===== config.mk =====
export PLATFORM = sky130hd
export DESIGN_NAME = shutdown_select
export DESIGN_NICKNAME = d
export VERILOG_FILES = /design/src/logic/shutdown_select_pkg.sv /design/src/logic/shutdown_output_stage.sv /design/src/logic/shutdown_select.sv
export SDC_FILE = /design/constraint.sdc
export NUM_CORES = 1
export LEC_CHECK = 0
export BUFFER_PORTS_ARGS = -buffer_cell sky130_fd_sc_hd__buf_4
export CAP_MARGIN = 20
export CORE_AREA = 8 8 83 85
export DETAILED_ROUTE_END_ITERATION = 10
export DIE_AREA = 0 0 91 93
export GPL_ROUTABILITY_DRIVEN = 0
export PLACE_DENSITY = 0.83
export SLEW_MARGIN = 20
export SYNTH_ARGS = -nofsm -noshare
export SYNTH_HDL_FRONTEND = slang
export SYNTH_SLANG_ARGS = --single-unit

===== constraint.sdc =====
create_clock -name pclk -period 3.3 [get_ports pclk]
set_input_delay 0.165 -clock pclk [delete_from_list [all_inputs] [get_ports pclk]]
set_output_delay 0.165 -clock pclk [all_outputs]
set_load 0.02 [all_outputs]

===== src/logic/shutdown_select_pkg.sv =====
package shutdown_select_pkg;

   // ***************************************************************
   // Register map
   // ***************************************************************
   localparam logic [11:0] SHUTDOWN_SEL_OFFSET = 12'h000;
   localparam logic [11:0] CONTROL_OFFSET = 12'h004;
   localparam logic [11:0] STATUS_OFFSET = 12'h008;
   localparam logic [11:0] DEADBAND_OFFSET = 12'h00c;

   // ***************************************************************
   // Field positions and reset values
   // ***************************************************************
   localparam int B_LEVEL_LSB = 6;
   localparam int A_LEVEL_LSB = 4;
   localparam int SOURCE_LSB = 0;
   localparam int CTRL_SHUTDOWN_BIT = 0;
   localparam int CTRL_POL_A_BIT = 1;
   localparam int CTRL_POL_B_BIT = 2;
   localparam logic [7:0] SHUTDOWN_SEL_RESET = 8'h00;
   localparam logic [2:0] CONTROL_RESET = 3'h0;
   localparam logic [7:0] DEADBAND_RESET = 8'h00;
   localparam int DEADBAND_WIDTH = 8;

   // ***************************************************************
   // Types
   // ***************************************************************
   typedef enum logic [1:0]
   {
      LEVEL_INACTIVE = 2'b00,
      LEVEL_TRISTATE = 2'b01,
      LEVEL_LOW = 2'b10,
      LEVEL_HIGH = 2'b11
   } shutdown_level_e;

   typedef enum logic [2:0]
   {
      SRC_COMPARATOR = 3'b000,
      SRC_UNUSED = 3'b001,
      SRC_PWM1 = 3'b010,
      SRC_PWM2 = 3'b011,
      SRC_PWM3 = 3'b100,
      SRC_PWM4 = 3'b101,
      SRC_PIN = 3'b110,
      SRC_RESERVED = 3'b111
   } input_source_e;

   typedef struct packed
   {
      logic [1:0] output_b_shutdown_level;
      logic [1:0] output_a_shutdown_level;
      logic [2:0] input_source_select;
   } shutdown_sel_s;

   typedef struct packed
   {
      logic value;
      logic enable;
   } pin_drive_s;

endpackage


===== src/logic/shutdown_output_stage.sv =====
`timescale 1ns/1ps
// ***************************************************************
// One output: normal waveform or shutdown state, inactive level only after dead-band
// ***************************************************************
module shutdown_output_stage #(
   parameter int DB_WIDTH = 8
)
(
   input wire logic pclk,
   input wire logic presetn,
   input wire logic shutdown_active,
   input wire logic [1:0] level,
   input wire logic polarity,
   input wire logic waveform,
   input wire logic [DB_WIDTH-1:0] deadband,
   output logic drive_value_q,
   output logic drive_enable_q
);

   logic [DB_WIDTH-1:0] count_q;
   logic [DB_WIDTH-1:0] count_d;
   logic value_d;
   logic enable_d;

   always_comb
   begin
      count_d = count_q;
      value_d = waveform ^ polarity;
      enable_d = 1'b1;
      if (!shutdown_active)
      begin
         count_d = '0;
      end
      else
      begin
         case (level)
            shutdown_select_pkg::LEVEL_HIGH: value_d = 1'b1;
            shutdown_select_pkg::LEVEL_LOW: value_d = 1'b0;
            shutdown_select_pkg::LEVEL_TRISTATE:
            begin
               value_d = polarity;
               enable_d = 1'b0;
            end
            default:
            begin
               if (count_q >= deadband)
               begin
                  value_d = polarity;
               end
               else
               begin
                  count_d = count_q + 1'b1;
               end
            end
         endcase
      end
   end

   always_ff @(posedge pclk or negedge presetn)
   begin
      if (!presetn)
      begin
         count_q <= '0;
         drive_value_q <= 1'b0;
         drive_enable_q <= 1'b1;
      end
      else
      begin
         count_q <= count_d;
         drive_value_q <= value_d;
         drive_enable_q <= enable_d;
      end
   end

endmodule


===== src/logic/shutdown_select.sv =====
// Implementation choices: the register offsets and register access over APB.
`timescale 1ns/1ps
module shutdown_select #(
   parameter int DB_WIDTH = shutdown_select_pkg::DEADBAND_WIDTH
)
(
   input wire logic pclk,
   input wire logic presetn,
   input wire logic psel,
   input wire logic penable,
   input wire logic pwrite,
   input wire logic [11:0] paddr,
   input wire logic [31:0] pwdata,
   output logic [31:0] prdata,
   output logic pready,
   output logic pslverr,
   input wire logic input_pin,
   input wire logic first_pwm_output,
   input wire logic second_pwm_output,
   input wire logic third_pwm_output,
   input wire logic fourth_pwm_output,
   input wire logic first_comparator_sync_output,
   output logic selected_input,
   output logic complementary_output_a,
   output logic complementary_output_a_oe,
   output logic complementary_output_b,
   output logic complementary_output_b_oe
);

   // ***************************************************************
   // Register state
   // ***************************************************************
   shutdown_select_pkg::shutdown_sel_s sel_q;
   shutdown_select_pkg::shutdown_sel_s sel_d;
   logic shutdown_active_flag_q;
   logic shutdown_active_flag_d;
   logic output_a_polarity_q;
   logic output_a_polarity_d;
   logic output_b_polarity_q;
   logic output_b_polarity_d;
   logic [DB_WIDTH-1:0] deadband_q;
   logic [DB_WIDTH-1:0] deadband_d;
   logic [31:0] prdata_d;
   logic pslverr_d;
   logic pready_d;
   logic [1:0] pin_sync_q;
   logic pin_synced;
   logic selected_d;
   logic selected_q;
   logic wave_a;
   logic wave_b;
   shutdown_select_pkg::pin_drive_s drive_a;
   shutdown_select_pkg::pin_drive_s drive_b;

   function automatic logic hit(input logic [11:0] addr, input logic [11:0] offset);
      hit = (addr == offset);
   endfunction

   function automatic logic [7:0] sel_to_byte(input shutdown_select_pkg::shutdown_sel_s s);
      sel_to_byte = {s.output_b_shutdown_level, s.output_a_shutdown_level, 1'b0, s.input_source_select};
   endfunction

   // ***************************************************************
   // APB slave, zero wait states
   // ***************************************************************
   always_comb
   begin
      sel_d = sel_q;
      shutdown_active_flag_d = shutdown_active_flag_q;
      output_a_polarity_d = output_a_polarity_q;
      output_b_polarity_d = output_b_polarity_q;
      deadband_d = deadband_q;
      prdata_d = prdata;
      pslverr_d = 1'b0;
      pready_d = 1'b0;
      if (psel && !penable)
      begin
         pready_d = 1'b1;
         prdata_d = 32'h0000_0000;
         if (hit(paddr, shutdown_select_pkg::SHUTDOWN_SEL_OFFSET))
         begin
            if (pwrite)
            begin
               sel_d.output_b_shutdown_level = pwdata[shutdown_select_pkg::B_LEVEL_LSB +: 2];
               sel_d.output_a_shutdown_level = pwdata[shutdown_select_pkg::A_LEVEL_LSB +: 2];
               sel_d.input_source_select = pwdata[shutdown_select_pkg::SOURCE_LSB +: 3];
            end
            else
            begin
               prdata_d = {24'h00_0000, sel_to_byte(sel_q)};
            end
         end
         else if (hit(paddr, shutdown_select_pkg::CONTROL_OFFSET))
         begin
            if (pwrite)
            begin
               shutdown_active_flag_d = pwdata[shutdown_select_pkg::CTRL_SHUTDOWN_BIT];
               output_a_polarity_d = pwdata[shutdown_select_pkg::CTRL_POL_A_BIT];
               output_b_polarity_d = pwdata[shutdown_select_pkg::CTRL_POL_B_BIT];
            end
            else
            begin
               prdata_d = {29'h0000_0000, output_b_polarity_q, output_a_polarity_q, shutdown_active_flag_q};
            end
         end
         else if (hit(paddr, shutdown_select_pkg::STATUS_OFFSET))
         begin
            pslverr_d = pwrite;
            prdata_d = {28'h000_0000, complementary_output_b_oe, complementary_output_b,
                        complementary_output_a_oe, complementary_output_a};
         end
         else if (hit(paddr, shutdown_select_pkg::DEADBAND_OFFSET))
         begin
            if (pwrite)
            begin
               deadband_d = pwdata[DB_WIDTH-1:0];
            end
            else
            begin
               prdata_d = {{(32-DB_WIDTH){1'b0}}, deadband_q};
            end
         end
         else
         begin
            pslverr_d = 1'b1;
         end
      end
   end

   // ***************************************************************
   // Input source selection
   // ***************************************************************
   assign pin_synced = pin_sync_q[1];

   always_comb
   begin
      case (sel_q.input_source_select)
         shutdown_select_pkg::SRC_PIN: selected_d = pin_synced;
         shutdown_select_pkg::SRC_PWM4: selected_d = fourth_pwm_output;
         shutdown_select_pkg::SRC_PWM3: selected_d = third_pwm_output;
         shutdown_select_pkg::SRC_PWM2: selected_d = second_pwm_output;
         shutdown_select_pkg::SRC_PWM1: selected_d = first_pwm_output;
         shutdown_select_pkg::SRC_COMPARATOR: selected_d = first_comparator_sync_output;
         default: selected_d = 1'b0;
      endcase
   end

   assign wave_a = selected_q;
   assign wave_b = ~selected_q;

   always_ff @(posedge pclk or negedge presetn)
   begin
      if (!presetn)
      begin
         sel_q <= shutdown_select_pkg::SHUTDOWN_SEL_RESET[6:0];
         shutdown_active_flag_q <= shutdown_select_pkg::CONTROL_RESET[0];
         output_a_polarity_q <= shutdown_select_pkg::CONTROL_RESET[1];
         output_b_polarity_q <= shutdown_select_pkg::CONTROL_RESET[2];
         deadband_q <= shutdown_select_pkg::DEADBAND_RESET[DB_WIDTH-1:0];
         prdata <= 32'h0000_0000;
         pready <= 1'b0;
         pslverr <= 1'b0;
         pin_sync_q <= 2'h0;
         selected_q <= 1'b0;
      end
      else
      begin
         sel_q <= sel_d;
         shutdown_active_flag_q <= shutdown_active_flag_d;
         output_a_polarity_q <= output_a_polarity_d;
         output_b_polarity_q <= output_b_polarity_d;
         deadband_q <= deadband_d;
         prdata <= prdata_d;
         pready <= pready_d;
         pslverr <= pslverr_d;
         pin_sync_q <= {pin_sync_q[0], input_pin};
         selected_q <= selected_d;
      end
   end

   assign selected_input = selected_q;

   // ***************************************************************
   // Output stages
   // ***************************************************************
   shutdown_output_stage #(.DB_WIDTH(DB_WIDTH)) stage_a
   (
      .pclk(pclk),
      .presetn(presetn),
      .shutdown_active(shutdown_active_flag_q),
      .level(sel_q.output_a_shutdown_level),
      .polarity(output_a_polarity_q),
      .waveform(wave_a),
      .deadband(deadband_q),
      .drive_value_q(drive_a.value),
      .drive_enable_q(drive_a.enable)
   );

   shutdown_output_stage #(.DB_WIDTH(DB_WIDTH)) stage_b
   (
      .pclk(pclk),
      .presetn(presetn),
      .shutdown_active(shutdown_active_flag_q),
      .level(sel_q.output_b_shutdown_level),
      .polarity(output_b_polarity_q),
      .waveform(wave_b),
      .deadband(deadband_q),
      .drive_value_q(drive_b.value),
      .drive_enable_q(drive_b.enable)
   );

   assign complementary_output_a = drive_a.value;
   assign complementary_output_a_oe = drive_a.enable;
   assign complementary_output_b = drive_b.value;
   assign complementary_output_b_oe = drive_b.enable;

   // ***************************************************************
   // Checks
   // ***************************************************************
   AST_B_HIGH: assert property (@(posedge pclk) disable iff (!presetn)
      shutdown_active_flag_q && sel_q.output_b_shutdown_level == 2'b11 |=> complementary_output_b)
      else $error("B not high in shutdown code 11");
   AST_B_LOW: assert property (@(posedge pclk) disable iff (!presetn)
      shutdown_active_flag_q && sel_q.output_b_shutdown_level == 2'b10 |=> !complementary_output_b)
      else $error("B not low in shutdown code 10");
   AST_B_TRI: assert property (@(posedge pclk) disable iff (!presetn)
      shutdown_active_flag_q && sel_q.output_b_shutdown_level == 2'b01 |=> !complementary_output_b_oe)
      else $error("B still enabled in code 01");
   AST_A_HIGH_LOW: assert property (@(posedge pclk) disable iff (!presetn)
      shutdown_active_flag_q && sel_q.output_a_shutdown_level[1]
      |=> complementary_output_a == $past(sel_q.output_a_shutdown_level[0]))
      else $error("A forced level wrong");
   AST_A_TRI: assert property (@(posedge pclk) disable iff (!presetn)
      shutdown_active_flag_q && sel_q.output_a_shutdown_level == 2'b01 |=> !complementary_output_a_oe)
      else $error("A still enabled in code 01");
   AST_NORMAL: assert property (@(posedge pclk) disable iff (!presetn)
      !shutdown_active_flag_q |=> complementary_output_a_oe && complementary_output_b_oe
      && complementary_output_a == ($past(wave_a) ^ $past(output_a_polarity_q))
      && complementary_output_b == ($past(wave_b) ^ $past(output_b_polarity_q)))
      else $error("Normal operation not followed");
   AST_B_INACTIVE: assert property (@(posedge pclk) disable iff (!presetn)
      shutdown_active_flag_q && sel_q.output_b_shutdown_level == 2'b00 && deadband_q == '0
      ##1 $stable(sel_q) && shutdown_active_flag_q && $stable(deadband_q)
      |=> complementary_output_b == $past(output_b_polarity_q))
      else $error("B not inactive after dead-band");
   AST_SRC_PWM4: assert property (@(posedge pclk) disable iff (!presetn)
      sel_q.input_source_select == 3'b101 |=> selected_input == $past(fourth_pwm_output))
      else $error("Source 101 not fourth PWM");
   AST_SRC_CMP: assert property (@(posedge pclk) disable iff (!presetn)
      sel_q.input_source_select == 3'b000 |=> selected_input == $past(first_comparator_sync_output))
      else $error("Source 000 not comparator");
   AST_BIT3: assert property (@(posedge pclk) disable iff (!presetn)
      psel && !penable && !pwrite && paddr == 12'h000 |=> prdata[3] == 1'b0)
      else $error("Bit 3 read nonzero");

endmodule


### Yosys cells after proc, flatten, opt, wreduce, memory -nomap -nowiden

Cells that the tools add are included.

| word-level totals | value |
|---|---|
| latch bits | 0 |
| bits in writable memories | 0 |
| word-level logic and storage cells | 87 |
| flip-flop bits (word level) | 75 |
| ROM bits | 0 |
| memories | 0 |

| operators by class | value |
|---|---|
| multipliers | 0 |
| equal/unequal tests | 18 |
| bitwise gates (word level) | 6 |
| order comparisons | 2 |
| shifts and indexed selects | 0 |
| $add $sub $neg | 2 |
| reduce and logical (&&, ||, !) cells | 11 |
| multiplexer cells | 30 |
| divide/modulo/power cells | 0 |

Operators with widths:

| cell | number |
|---|---|
| $mux 8 | 10 |
| $mux 32 | 2 |
| $eq 12x4->1 const B | 2 |
| $add 8x1->8 const B | 2 |
| $ge 8x8->1 | 2 |
| $mux 1 | 14 |
| $eq 12x3->1 const B | 1 |
| $logic_not 12->1 | 1 |
| $eq 3x3->1 const B | 3 |
| $eq 2x2->1 const B | 4 |
| $ne 2x2->1 const B | 4 |
| $eq 3x2->1 const B | 2 |
| $pmux 1 s3 | 2 |
| $pmux 1 s6 | 1 |
| $reduce_and 6->1 | 1 |
| $reduce_or 3->1 | 2 |
| $eq 2x1->1 const B | 2 |
| $not 1->1 | 4 |
| $reduce_and 2->1 | 2 |
| $reduce_and 4->1 | 1 |
| $logic_not 3->1 | 1 |
| $mux 3 | 1 |
| $reduce_and 3->1 | 1 |
| $xor 1x1->1 | 2 |
| 2 further kinds | 2 |

### Logic depth before layout (Yosys ltp)

Gate-level depths: netlist of run 1.

| depth | value |
|---|---|
| word-level depth | 6 |
| gate-level depth with buffers | 8 |
| gate-level depth less buffers | 7 |

### Hierarchy

A second synthesis of run 1 with hierarchy kept.

| second synthesis, totals | value |
|---|---|
| cells, all modules | 310 |
| area total of the unflattened synthesis | 3281.9 sq um |

Modules (own cells, without submodules):

| module | area an instance (sq um) | sequential area each (sq um) | times used | cells an instance |
|---|---|---|---|---|
| shutdown_select | 1672.9 | 775.7 | 1 | 144 |
| shutdown_output_stage | 804.5 | 251.5 | 2 | 83 |

### Least setup slack after synthesis of run 1

OpenSTA, ideal clock, no wires.

| timing path | value |
|---|---|
| path kind | reg2reg |
| start point | register stage_b.count_q[2] |
| end point | register stage_b.count_q[6] |
| arrival time | 1976 ps |
| setup slack | 1246 ps |
| data required time | 3222 ps |
| cell stages (with the launch flop) | 8 |
| cell sequence | dfrtp_1 -> ha_1 -> a211o_1 -> a31oi_2 -> o211ai_2 -> buf_6 -> or4_1 -> a21oi_1 |

| on the way | value |
|---|---|
| word-level cells in the longest chain between the ends | 4 |
| elaborated cells on any way between the ends | 7 |
| those cells by class | 1 x add/sub; 1 x order compare; 1 x eq/ne; 3 x mux; 1 x reduce/logical |

Ends and longest elaborated chain:

| element | RTL line | source |
|---|---|---|
| start, declared | shutdown_output_stage.sv:20 | `logic [DB_WIDTH-1:0] count_q;` |
| start signal, assigned | shutdown_output_stage.sv:69 | `count_q <= count_d;` |
| $add 8x1->8 | shutdown_output_stage.sv:52 | `count_d = count_q + 1'b1;` |
| $mux 8 | shutdown_output_stage.sv:46 | `if (count_q >= deadband)` |
| $mux 8 | shutdown_output_stage.sv:36 | `case (level)` |
| $mux 8 | shutdown_output_stage.sv:30 | `if (!shutdown_active)` |

Several ways; a longest one is shown, not always the timed one. The select of a mux whose other input is x is not followed.
A chain may end at the register's enable or synchronous reset.

### Final worst setup path of run 1

| timing path | value |
|---|---|
| start point | register deadband_q[2] |
| end point | register stage_a.count_q[5] |

| on the way | value |
|---|---|
| word-level cells in the longest chain between the ends | 3 |

Ends and longest elaborated chain:

| element | RTL line | source |
|---|---|---|
| start, declared | shutdown_select.sv:41 | `logic [DB_WIDTH-1:0] deadband_q;` |
| start signal, assigned | shutdown_select.sv:159 | `deadband_q <= shutdown_select_pkg::DEADBAND_RESET[DB_WIDTH-1:0];` |
| start signal, assigned | shutdown_select.sv:172 | `deadband_q <= deadband_d;` |
| $ge 8x8->1 | shutdown_output_stage.sv:46 |  |
| $ne 2x2->1 (no line) | n/a |  |
| $reduce_and 2->1 (no line) | n/a |  |
| end signal, assigned | shutdown_output_stage.sv:69 |  |
| end, declared | shutdown_output_stage.sv:20 |  |

No other way between the ends.

==> results of run 1 <==
[critical path: stages (launching register included)]
cell      delay (ns)
dfrtp_1         0.39
inv_1           0.10
ha_1            0.32
a211o_1         0.29
a31oi_1         0.15
o211ai_1        0.25
buf_2           0.27
or4_1           0.47
a21oi_1         0.16
[repair_timing]
item | in CTS | in global routing
hold endpoints to repair | 50 | 0
hold buffers | 2 | 0
setup buffers | 0 | 0
gates resized for setup | 0 | 0
[flip-flops by register name, summed over array words and instances (netlist names)]
register,count
stage_b.drive_value_q,1
pin_sync_q,2
deadband_q,8
stage_a.count_q,8
sel_q,7
shutdown_active_flag_q,1
stage_b.count_q,8
output_a_polarity_q,1
stage_a.drive_value_q,1
pslverr,1
pready,1
stage_a.drive_enable_q,1
selected_input,1
prdata,8
output_b_polarity_q,1
stage_b.drive_enable_q,1
[cell families (layout without fill, tap and decap cells)]
family | count (synthesis) | in the layout | synth area share (%)
adders and majority gates | 18 | 18 | 7.595
other | 1 | 24 | 0.1265
buffers and inverters | 50 | 72 | 9.705
DFF | 51 | 51 | 43.12
muxes | 24 | 24 | 9.240
and+or+nand+nor | 79 | 79 | 14.43
AOI/OAI and AO/OA | 66 | 66 | 15.78
[area by class of cell]
type | count | area, µm² | area share, %
Inverter | 16 | 60.06 | 1.780
Sequential cell | 51 | 1279 | 37.89
Clock inverter | 3 | 25.02 | 0.7416
Multi-Input combinational cell | 211 | 1485 | 44.01
Clock buffer | 5 | 68.82 | 2.039
Tap cell | 75 | 93.84 | 2.781
Timing Repair Buffer | 48 | 362.8 | 10.75
[Yosys cell counts, types with 2 or more instances]
cell and instances:
a211o_1 4, a21oi_1 13, a22o_1 8, a22oi_1 4
a31oi_1 3, and4_1 3, buf_2 2, buf_4 24
clkbuf_1 7, dfrtp_1 49, dfstp_2 2, ha_1 18
inv_1 16, mux2_2 17, mux2i_1 6, nand2_1 22
nand2b_1 5, nand3_1 12, nand3b_1 3, nand4_1 4
nor2_1 10, nor4_1 4, o211ai_1 2, o21ai_0 14
o31ai_1 10, or4_1 9
[through the flow]
stage               util, %  hold slack [ns]  instance area, µm²  setup slack (ns)  power, mW
finish                59.46          0.07403                3374            0.8157      1.276
global route          59.46          0.07295                3374            0.6487      1.343
CTS                   59.37          0.06532                3369            0.7625      1.283
detailed placement    57.36           0.2247                3256            0.8108     0.9165
global placement      57.36           0.2240                3256            0.8772     0.9044
floorplan                 -          -0.1306                3052             1.246     0.8605
[metal layers]
layer	share of wire, %	vias up
met4	1.4	0
met1	40	1180
li1	-	1109
met2	52	73
met5	0	-
met3	6.9	7
[power by group]
group	leakage, nW	total, mW	internal (mW)	switching, mW
Clock	0.0443	0.363	0.152	0.212
Combinational	0.880	0.228	0.0907	0.137
Sequential	0.679	0.685	0.651	0.0344
[path summary, 6_finish.rpt]
path	from	to	cells after the start
setup reg to reg	deadband_q[2]$_DFFE_PN0P_	stage_a.count_q[5]$_DFFE_PN0P_	8
setup / recovery	deadband_q[2]$_DFFE_PN0P_	stage_a.count_q[5]$_DFFE_PN0P_	8
min in group asynchronous	presetn	pin_sync_q[1]$_DFF_PN0_	2
max in group asynchronous	presetn	stage_a.count_q[1]$_DFFE_PN0P_	2
hold reg to reg	pin_sync_q[0]$_DFF_PN0_	pin_sync_q[1]$_DFF_PN0_	0
hold / removal	pwdata[2]	output_b_polarity_q$_DFFE_PN0P_	3
==> results.txt, run 1 <==
flops & latches, synth - 51
Critical Path AT - 2.71 ns
Worst-Margin Slew - 0.6358 ns
I/O Buffers - 45
starting density of the core - 52.25%
hold crit path type - in2reg
ys async rst share - 100.0%
P&R area growth vs syn - 13.80%
fin cells - 409
die area - 8463 µm²
CTS tree - yes
VDD IR max - 0.1848 mV
first-pass iteration count of the detailed router - 4
aggregate global-route resource usage - 16.77%
Sink Count - 51
Clock Skew - 0.01245 ns
Gate Count Post-Synth - 289
Die X-Extent - 91 µm
# fillers - 467
fin crit period - 2.484 ns
Total Wirelength - 6841 µm
Fmax - 402.5 MHz
n_diodes - 0
TNS Setup - 0 ns
CP required - 3.53 ns
CP max FO - 11
max cap viols - 0
GR Layer Usage met3 - 4.888%
status - complete, no violations
number of global-route vias before repair - 2382
top-area cell type share of the netlist area - 41.35%
Ys Warns - 0
P per Cell Area - 378.1 nW/µm²
number of buffers created by CTS - 5
CORE AREA - 5675 µm²
share of cells above drive strength 1 - 23.65%
first-pass GRT wire length - 11640 µm
most frequent cells in the layout - dfrtp_1, buf_4, conb_1, nand2_1, ha_1
syn_area_per_cell - 10.26 µm²
post-DP HPWL - 5134 µm
Main synth FF type - dfrtp_1
CTS Root Cell - clkbuf_8
# setup viols final - 0
Synth cell types - 44
final hold vios - 0
Rows - 28
# DRC - 0
initial antenna violation count - 0
Synth area leader - dfrtp_1
met1 Track Usage GR - 19.82%
Congestion Overflow GR - 0
placed cells - 398
Synth area leaders - dfrtp_1, ha_1, mux2_2
clock buffer depth - 2
Critical Path Sink Type - flop
routed length per instance - 16.73 µm
final period utilization - 75.28%
LEAKAGE - 1.604 nW
met2 GRT Util - 28.17%
Slew HR - 57.61%
Post-DRT Antenna Nets - 0
Reg clk slew, reported paths - 0.10 ns
critical path class - reg2reg
Synth Cell Area - 2965 µm²
final slew viol count - 0
worst reg2reg setup slack - 0.82 ns
IO Pins - 94
sequential area share after synthesis - 43.12%
Most Crowded Layer GR - met2
vias per cell - 5.792
via count - 2369
most common cell after layout, fill and taps aside - dfrtp_1
final net count - 406
unrepaired setup endpoints after global routing - false
Critical Path Start Type - flop
DIE HEIGHT - 93 µm
Post-synth EDFFs - 0
Iteration-0 DRC Markers - 128
H-tree depth reported by CTS - 2
latest clock arrival within the worst-skew pair - 0.31 ns
largest net degree at the start of global routing - 52
(Power assumes the default switching activity.)
==> run 2: changes to the inputs <==
--- a/config.mk
+++ b/config.mk
@@ -7,11 +7,11 @@
 export LEC_CHECK = 0
 export BUFFER_PORTS_ARGS = -buffer_cell sky130_fd_sc_hd__buf_4
 export CAP_MARGIN = 20
-export CORE_AREA = 8 8 83 85
+export CORE_AREA = 8 8 90 92
 export DETAILED_ROUTE_END_ITERATION = 10
-export DIE_AREA = 0 0 91 93
+export DIE_AREA = 0 0 98 100
 export GPL_ROUTABILITY_DRIVEN = 0
-export PLACE_DENSITY = 0.83
+export PLACE_DENSITY = 0.74
 export SLEW_MARGIN = 20
 export SYNTH_ARGS = -nofsm -noshare
 export SYNTH_HDL_FRONTEND = slang
==> constraint.sdc (replaced) <==
create_clock -name pclk -period 2.1 [get_ports pclk]
set_input_delay 0.105 -clock pclk [delete_from_list [all_inputs] [get_ports pclk]]
set_output_delay 0.105 -clock pclk [all_outputs]
set_load 0.02 [all_outputs]
==> run 2 against run 1 <==
Via count is 7.8% higher; sequential power is 53% higher; clock-buffer cell count is 1 higher; power is 80% higher; the flow now finishes with violations (negative setup slack); first-iteration DRC count is 27% higher; combinational power grew to 2.8 times the previous value; utilization is 1.2 points lower; worst setup slack worse by 0.90 ns; sequential share of layout area is 4.9 points lower; critical path depth stayed put; largest power group unchanged; highest routed layer unchanged; hold slack worse by 0.054 ns.
==> results.txt, run 2 (synthesized netlist as in run 1, its figures left out) <==
status - finished, violations left
failing checks - negative setup slack
number of global-route vias before repair - 2549
I/O Buffers - 45
most frequent cells in the layout - buf_4, dfrtp_1, conb_1, nand2_1, mux2_2
routed length per instance - 18.68 µm
post-DP HPWL - 5664 µm
r2r startpoint - deadband_q[2]$_DFFE_PN0P_
hold crit path type - in2reg
P per Cell Area - 593.5 nW/µm²
Critical Path Start Type - flop
Reg clk slew, reported paths - 0.10 ns
Rows - 30
Congestion Overflow GR - 0
placed cells - 434
final hold vios - 0
number of buffers created by CTS - 5
H-tree depth reported by CTS - 2
TNS Setup - -0.2834 ns
HP Start - pwdata[0]
worst reg2reg setup slack - -0.09 ns
Setup crit end - stage_b.count_q[4]$_DFFE_PN0P_
starting density of the core - 44.63%
Slew HR - 47.72%
P&R area growth vs syn - 30.63%
CP max FO - 5
n_diodes - 0
via count - 2554
fin cells - 450
CP required - 2.34 ns
Sink Count - 51
Iteration-0 DRC Markers - 162
worst reg2reg path depth - 8
max cap viols - 0
Critical Path AT - 2.43 ns
VDD IR max - 0.2949 mV
most common cell after layout, fill and taps aside - buf_4
final period utilization - 104.2%
Setup WS pre-CTS - -0.1414 ns
Total Wirelength - 8408 µm
unrepaired setup endpoints after global routing - true
Clock Skew - 0.01271 ns
DIE HEIGHT - 100 µm
setup ws final - -0.08889 ns
critical path class - reg2reg
final slew viol count - 0
LEAKAGE - 1.822 nW
largest net degree at the start of global routing - 52
clock buffer depth - 2
initial antenna violation count - 0
first-pass GRT wire length - 12880 µm
vias per cell - 5.676
Critical Path Sink Type - flop
fin crit period - 2.189 ns
Layout Cell Area excl Fill - 3874 µm²
Post-DP Area - 3495 µm²
die area - 9800 µm²
CORE AREA - 6644 µm²
total power draw - 2.299 mW
final net count - 442
latest clock arrival within the worst-skew pair - 0.31 ns
CTS Root Cell - clkbuf_8
share of cells above drive strength 1 - 38.11%
IO Pins - 94
CTS tree - yes
# setup viols final - 7
Fmax - 456.9 MHz
aggregate global-route resource usage - 16.09%
Critical path origin - deadband_q[2]$_DFFE_PN0P_
# DRC - 0
Worst-Margin Slew - 0.7843 ns
Die X-Extent - 98 µm
FF-to-FF End - stage_b.count_q[4]$_DFFE_PN0P_
first-pass iteration count of the detailed router - 4
Post-DRT Antenna Nets - 0
==> run 2: changes by cell type in the layout (fill, tap and decap cells not counted), moves of 4 or more <==
| cell | previous run | this run |
|---|---|---|
| a21oi_2 | 0 | 5 |
| or4_4 | 0 | 4 |
| o31ai_1 | 10 | 6 |
| buf_4 | 45 | 75 |
| or4_1 | 9 | 5 |
| a21oi_1 | 13 | 8 |
| buf_6 | 0 | 6 |
==> run 2: worst max-delay path, cell delays in order (launching register included) <==
cell	delay, ns
dfrtp_1	0.41
inv_2	0.09
buf_6	0.10
ha_4	0.19
a211o_1	0.30
a31oi_4	0.25
o211ai_4	0.12
or4_4	0.50
a21oi_2	0.16
==> run 2: metrics by stage <==
step / hold slack [ns] / util, %
after floorplan: -0.1906 / -
after global placement: 0.1711 / 52.60
after detailed placement: 0.1803 / 52.60
after CTS: 0.01846 / 56.20
after global routing: 0.02753 / 58.31
final: 0.02020 / 58.31
==> run 2: how the worst min path moves through the flow <==
stage / to / cells after the start
after floorplan: deadband_q[0]$_DFFE_PN0P_ / 0
after global placement: stage_b.count_q[0]$_DFFE_PN0P_ / 1
after detailed placement: stage_b.count_q[0]$_DFFE_PN0P_ / 1
after CTS: shutdown_active_flag_q$_DFFE_PN0P_ / 3
after global routing: shutdown_active_flag_q$_DFFE_PN0P_ / 3
final: shutdown_active_flag_q$_DFFE_PN0P_ / 3
==> run 2: cell type report <==
class / instances / area, µm²
fillers: 552 / 2770
multi-input cells: 212 / 1685
flip-flops and latches: 51 / 1279
repair buffers: 83 / 650.6
well taps: 80 / 100.1
clock buffers: 6 / 82.58
inverters: 16 / 60.06
clock inverters: 2 / 16.27
==> run 2: timing repair <==
item | in CTS | in global routing
hold buffers | 2 | 0
gates resized for setup | 13 | 31
setup endpoints to repair | 12 | 16
endpoints found under the hold margin | 50 | 0
buffers inserted | 3 | 2
pin swaps | 15 | 18
cloned | 2 | 0
==> run 2: per-layer routing <==
metal / track usage [%] / routed length, µm / vias up
met5: 0 / 0 / -
met4: 4.556 / 176 / 0
met3: 4.429 / 563 / 18
met2: 28.77 / 4174 / 117
met1: 18.34 / 3494 / 1237
li1: - / - / 1182
==> run 2: where the power goes <==
part	switching, mW	internal, mW
registers	0.0232	1.02
logic	0.335	0.304
clock network	0.345	0.270
==> run 3: changes to the inputs <==
--- a/config.mk
+++ b/config.mk
@@ -16,3 +16,4 @@
 export SYNTH_ARGS = -nofsm -noshare
 export SYNTH_HDL_FRONTEND = slang
 export SYNTH_SLANG_ARGS = --single-unit
+export TNS_END_PERCENT = 50
==> run 3 against run 2 <==
The run still ends with negative setup slack left; flip-flop and latch count is the same; sequential power barely moved; sequential share of layout area rose by 0.62 points; wire length down 4.8%; first-iteration DRC count down 13%; power is 1.9% lower; non-clock buffer count grew 1; clock skew decreased by 0.00051 ns; critical path depth stayed put; die area did not move; clock-buffer cell count stayed put; maximum frequency grew 1.3%.
==> results.txt, run 3 (synthesized netlist as in run 1, its figures left out) <==
status - finished, violations left
failing checks - negative setup slack
Comb pwr share - 26.5%
Critical Path Start Type - flop
total power draw - 2.256 mW
post-DP HPWL - 5664 µm
Setup WS pre-CTS - -0.1414 ns
met1 Track Usage GR - 18.14%
Die X-Extent - 98 µm
# setup viols final - 7
initial antenna violation count - 0
met2 GRT Util - 28.66%
Slew HR - 56.62%
Most Crowded Layer GR - met2
placed cells - 434
final slew viol count - 0
Post-DP Area - 3495 µm²
VDD IR max - 0.2932 mV
routed length per instance - 17.76 µm
Rows - 30
IO Pins - 94
setup ws final - -0.06016 ns
r2r startpoint - deadband_q[2]$_DFFE_PN0P_
first-pass iteration count of the detailed router - 5
share of cells above drive strength 1 - 35.85%
unrepaired setup endpoints after global routing - true
latest clock arrival within the worst-skew pair - 0.31 ns
most frequent cells in the layout - buf_4, dfrtp_1, conb_1, nand2_1, mux2_2
P per Cell Area - 593.4 nW/µm²
n_diodes - 0
LEAKAGE - 1.815 nW
CORE AREA - 6644 µm²
Fmax - 462.9 MHz
Reg power frac - 46.3%
final period utilization - 102.9%
largest net degree at the start of global routing - 52
Internal Dissipation - 1.586 mW
clock buffer depth - 2
GR Layer Usage met3 - 4.429%
DIE HEIGHT - 100 µm
FF-to-FF End - stage_b.count_q[4]$_DFFE_PN0P_
I/O Buffers - 45
number of global-route vias before repair - 2542
Setup crit end - stage_b.count_q[4]$_DFFE_PN0P_
fin crit period - 2.160 ns
worst reg2reg setup slack - -0.06 ns
via count - 2507
die area - 9800 µm²
worst reg2reg path depth - 8
NetSw - 0.6700 mW
final hold vios - 0
fin cells - 451
Worst-Margin Slew - 0.6507 ns
switching part of the total power - 29.69%
critical path class - reg2reg
clock share of power - 27.2%
Sink Count - 51
Iteration-0 DRC Markers - 141
Congestion Overflow GR - 0
Critical path origin - deadband_q[2]$_DFFE_PN0P_
final net count - 443
# fillers - 564
Total Wirelength - 8008 µm
hold slack - 0.01911 ns
Post-DRT Antenna Nets - 0
CP required - 2.34 ns
hold crit path type - in2reg
CP max FO - 5
aggregate global-route resource usage - 15.99%
first-pass GRT wire length - 12810 µm
Critical Path Sink Type - flop
TNS Setup - -0.2513 ns
Clock Skew - 0.01221 ns
number of buffers created by CTS - 5
P&R area growth vs syn - 28.23%
final core utilization - 57.23%
CTS Root Cell - clkbuf_8
Layout Cell Area excl Fill - 3802 µm²
# DRC - 0
Reg clk slew, reported paths - 0.10 ns
H-tree depth reported by CTS - 2
Critical Path AT - 2.40 ns
max cap viols - 0
starting density of the core - 44.63%
CTS tree - yes
vias per cell - 5.559
most common cell after layout, fill and taps aside - buf_4
run 3: area by class of cell:
type	instances	area [µm²]	share of cell area, %
flip-flops and latches	51	1279	33.63
repair buffers	84	655.6	17.24
inverters	16	60.06	1.579
clock inverters	2	16.27	0.4278
well taps	80	100.1	2.632
multi-input cells	212	1609	42.32
clock buffers	6	82.58	2.172
run 3: worst min path at each step:
stage / from / endpoint / slack, ns / cells after the start
3_5_place_dp: presetn / stage_b.count_q[0]$_DFFE_PN0P_ / 0.18 / 1
4_1_cts: pwdata[0] / shutdown_active_flag_q$_DFFE_PN0P_ / 0.02 / 3
5_1_grt: pwdata[0] / shutdown_active_flag_q$_DFFE_PN0P_ / 0.03 / 3
3_3_place_gp: presetn / stage_b.count_q[0]$_DFFE_PN0P_ / 0.17 / 1
6_report: pwdata[0] / shutdown_active_flag_q$_DFFE_PN0P_ / 0.02 / 3
2_1_floorplan: presetn / deadband_q[0]$_DFFE_PN0P_ / -0.19 / 0
run 3: power groups by stage:
stage | registers, mW | clock network, mW | logic, mW
final | 1.05 | 0.613 | 0.598
after global routing | 1.05 | 0.654 | 0.658
after CTS | 1.05 | 0.620 | 0.541
after detailed placement | 1.06 | 0 | 0.475
after global placement | 1.06 | 0 | 0.461
after floorplan | 1.09 | 0 | 0.265
run 3: repair_timing:
action                                  4_1_cts  5_1_grt
gates resized for setup                       8       22
hold endpoints to repair                     50        0
pin swaps                                    17       12
buffers inserted                              3        2
hold buffers                                  2        0
gates cloned                                  1        1
endpoints found under the setup margin       12       18
run 3: worst max-delay path, cell delays in order (launching register included):
cell	delay, ns
dfrtp_1	0.41
inv_2	0.09
buf_6	0.10
ha_4	0.19
a211o_1	0.30
a31oi_4	0.24
o211ai_4	0.13
or4_4	0.50
a21oi_2	0.15
run 3: metal layers:
layer  vias to the layer above  share of wire [%]
met5                         -                  0
met4                         0                2.0
met3                        15                5.9
met2                        94                 50
met1                      1219                 42
li1                       1179                  -
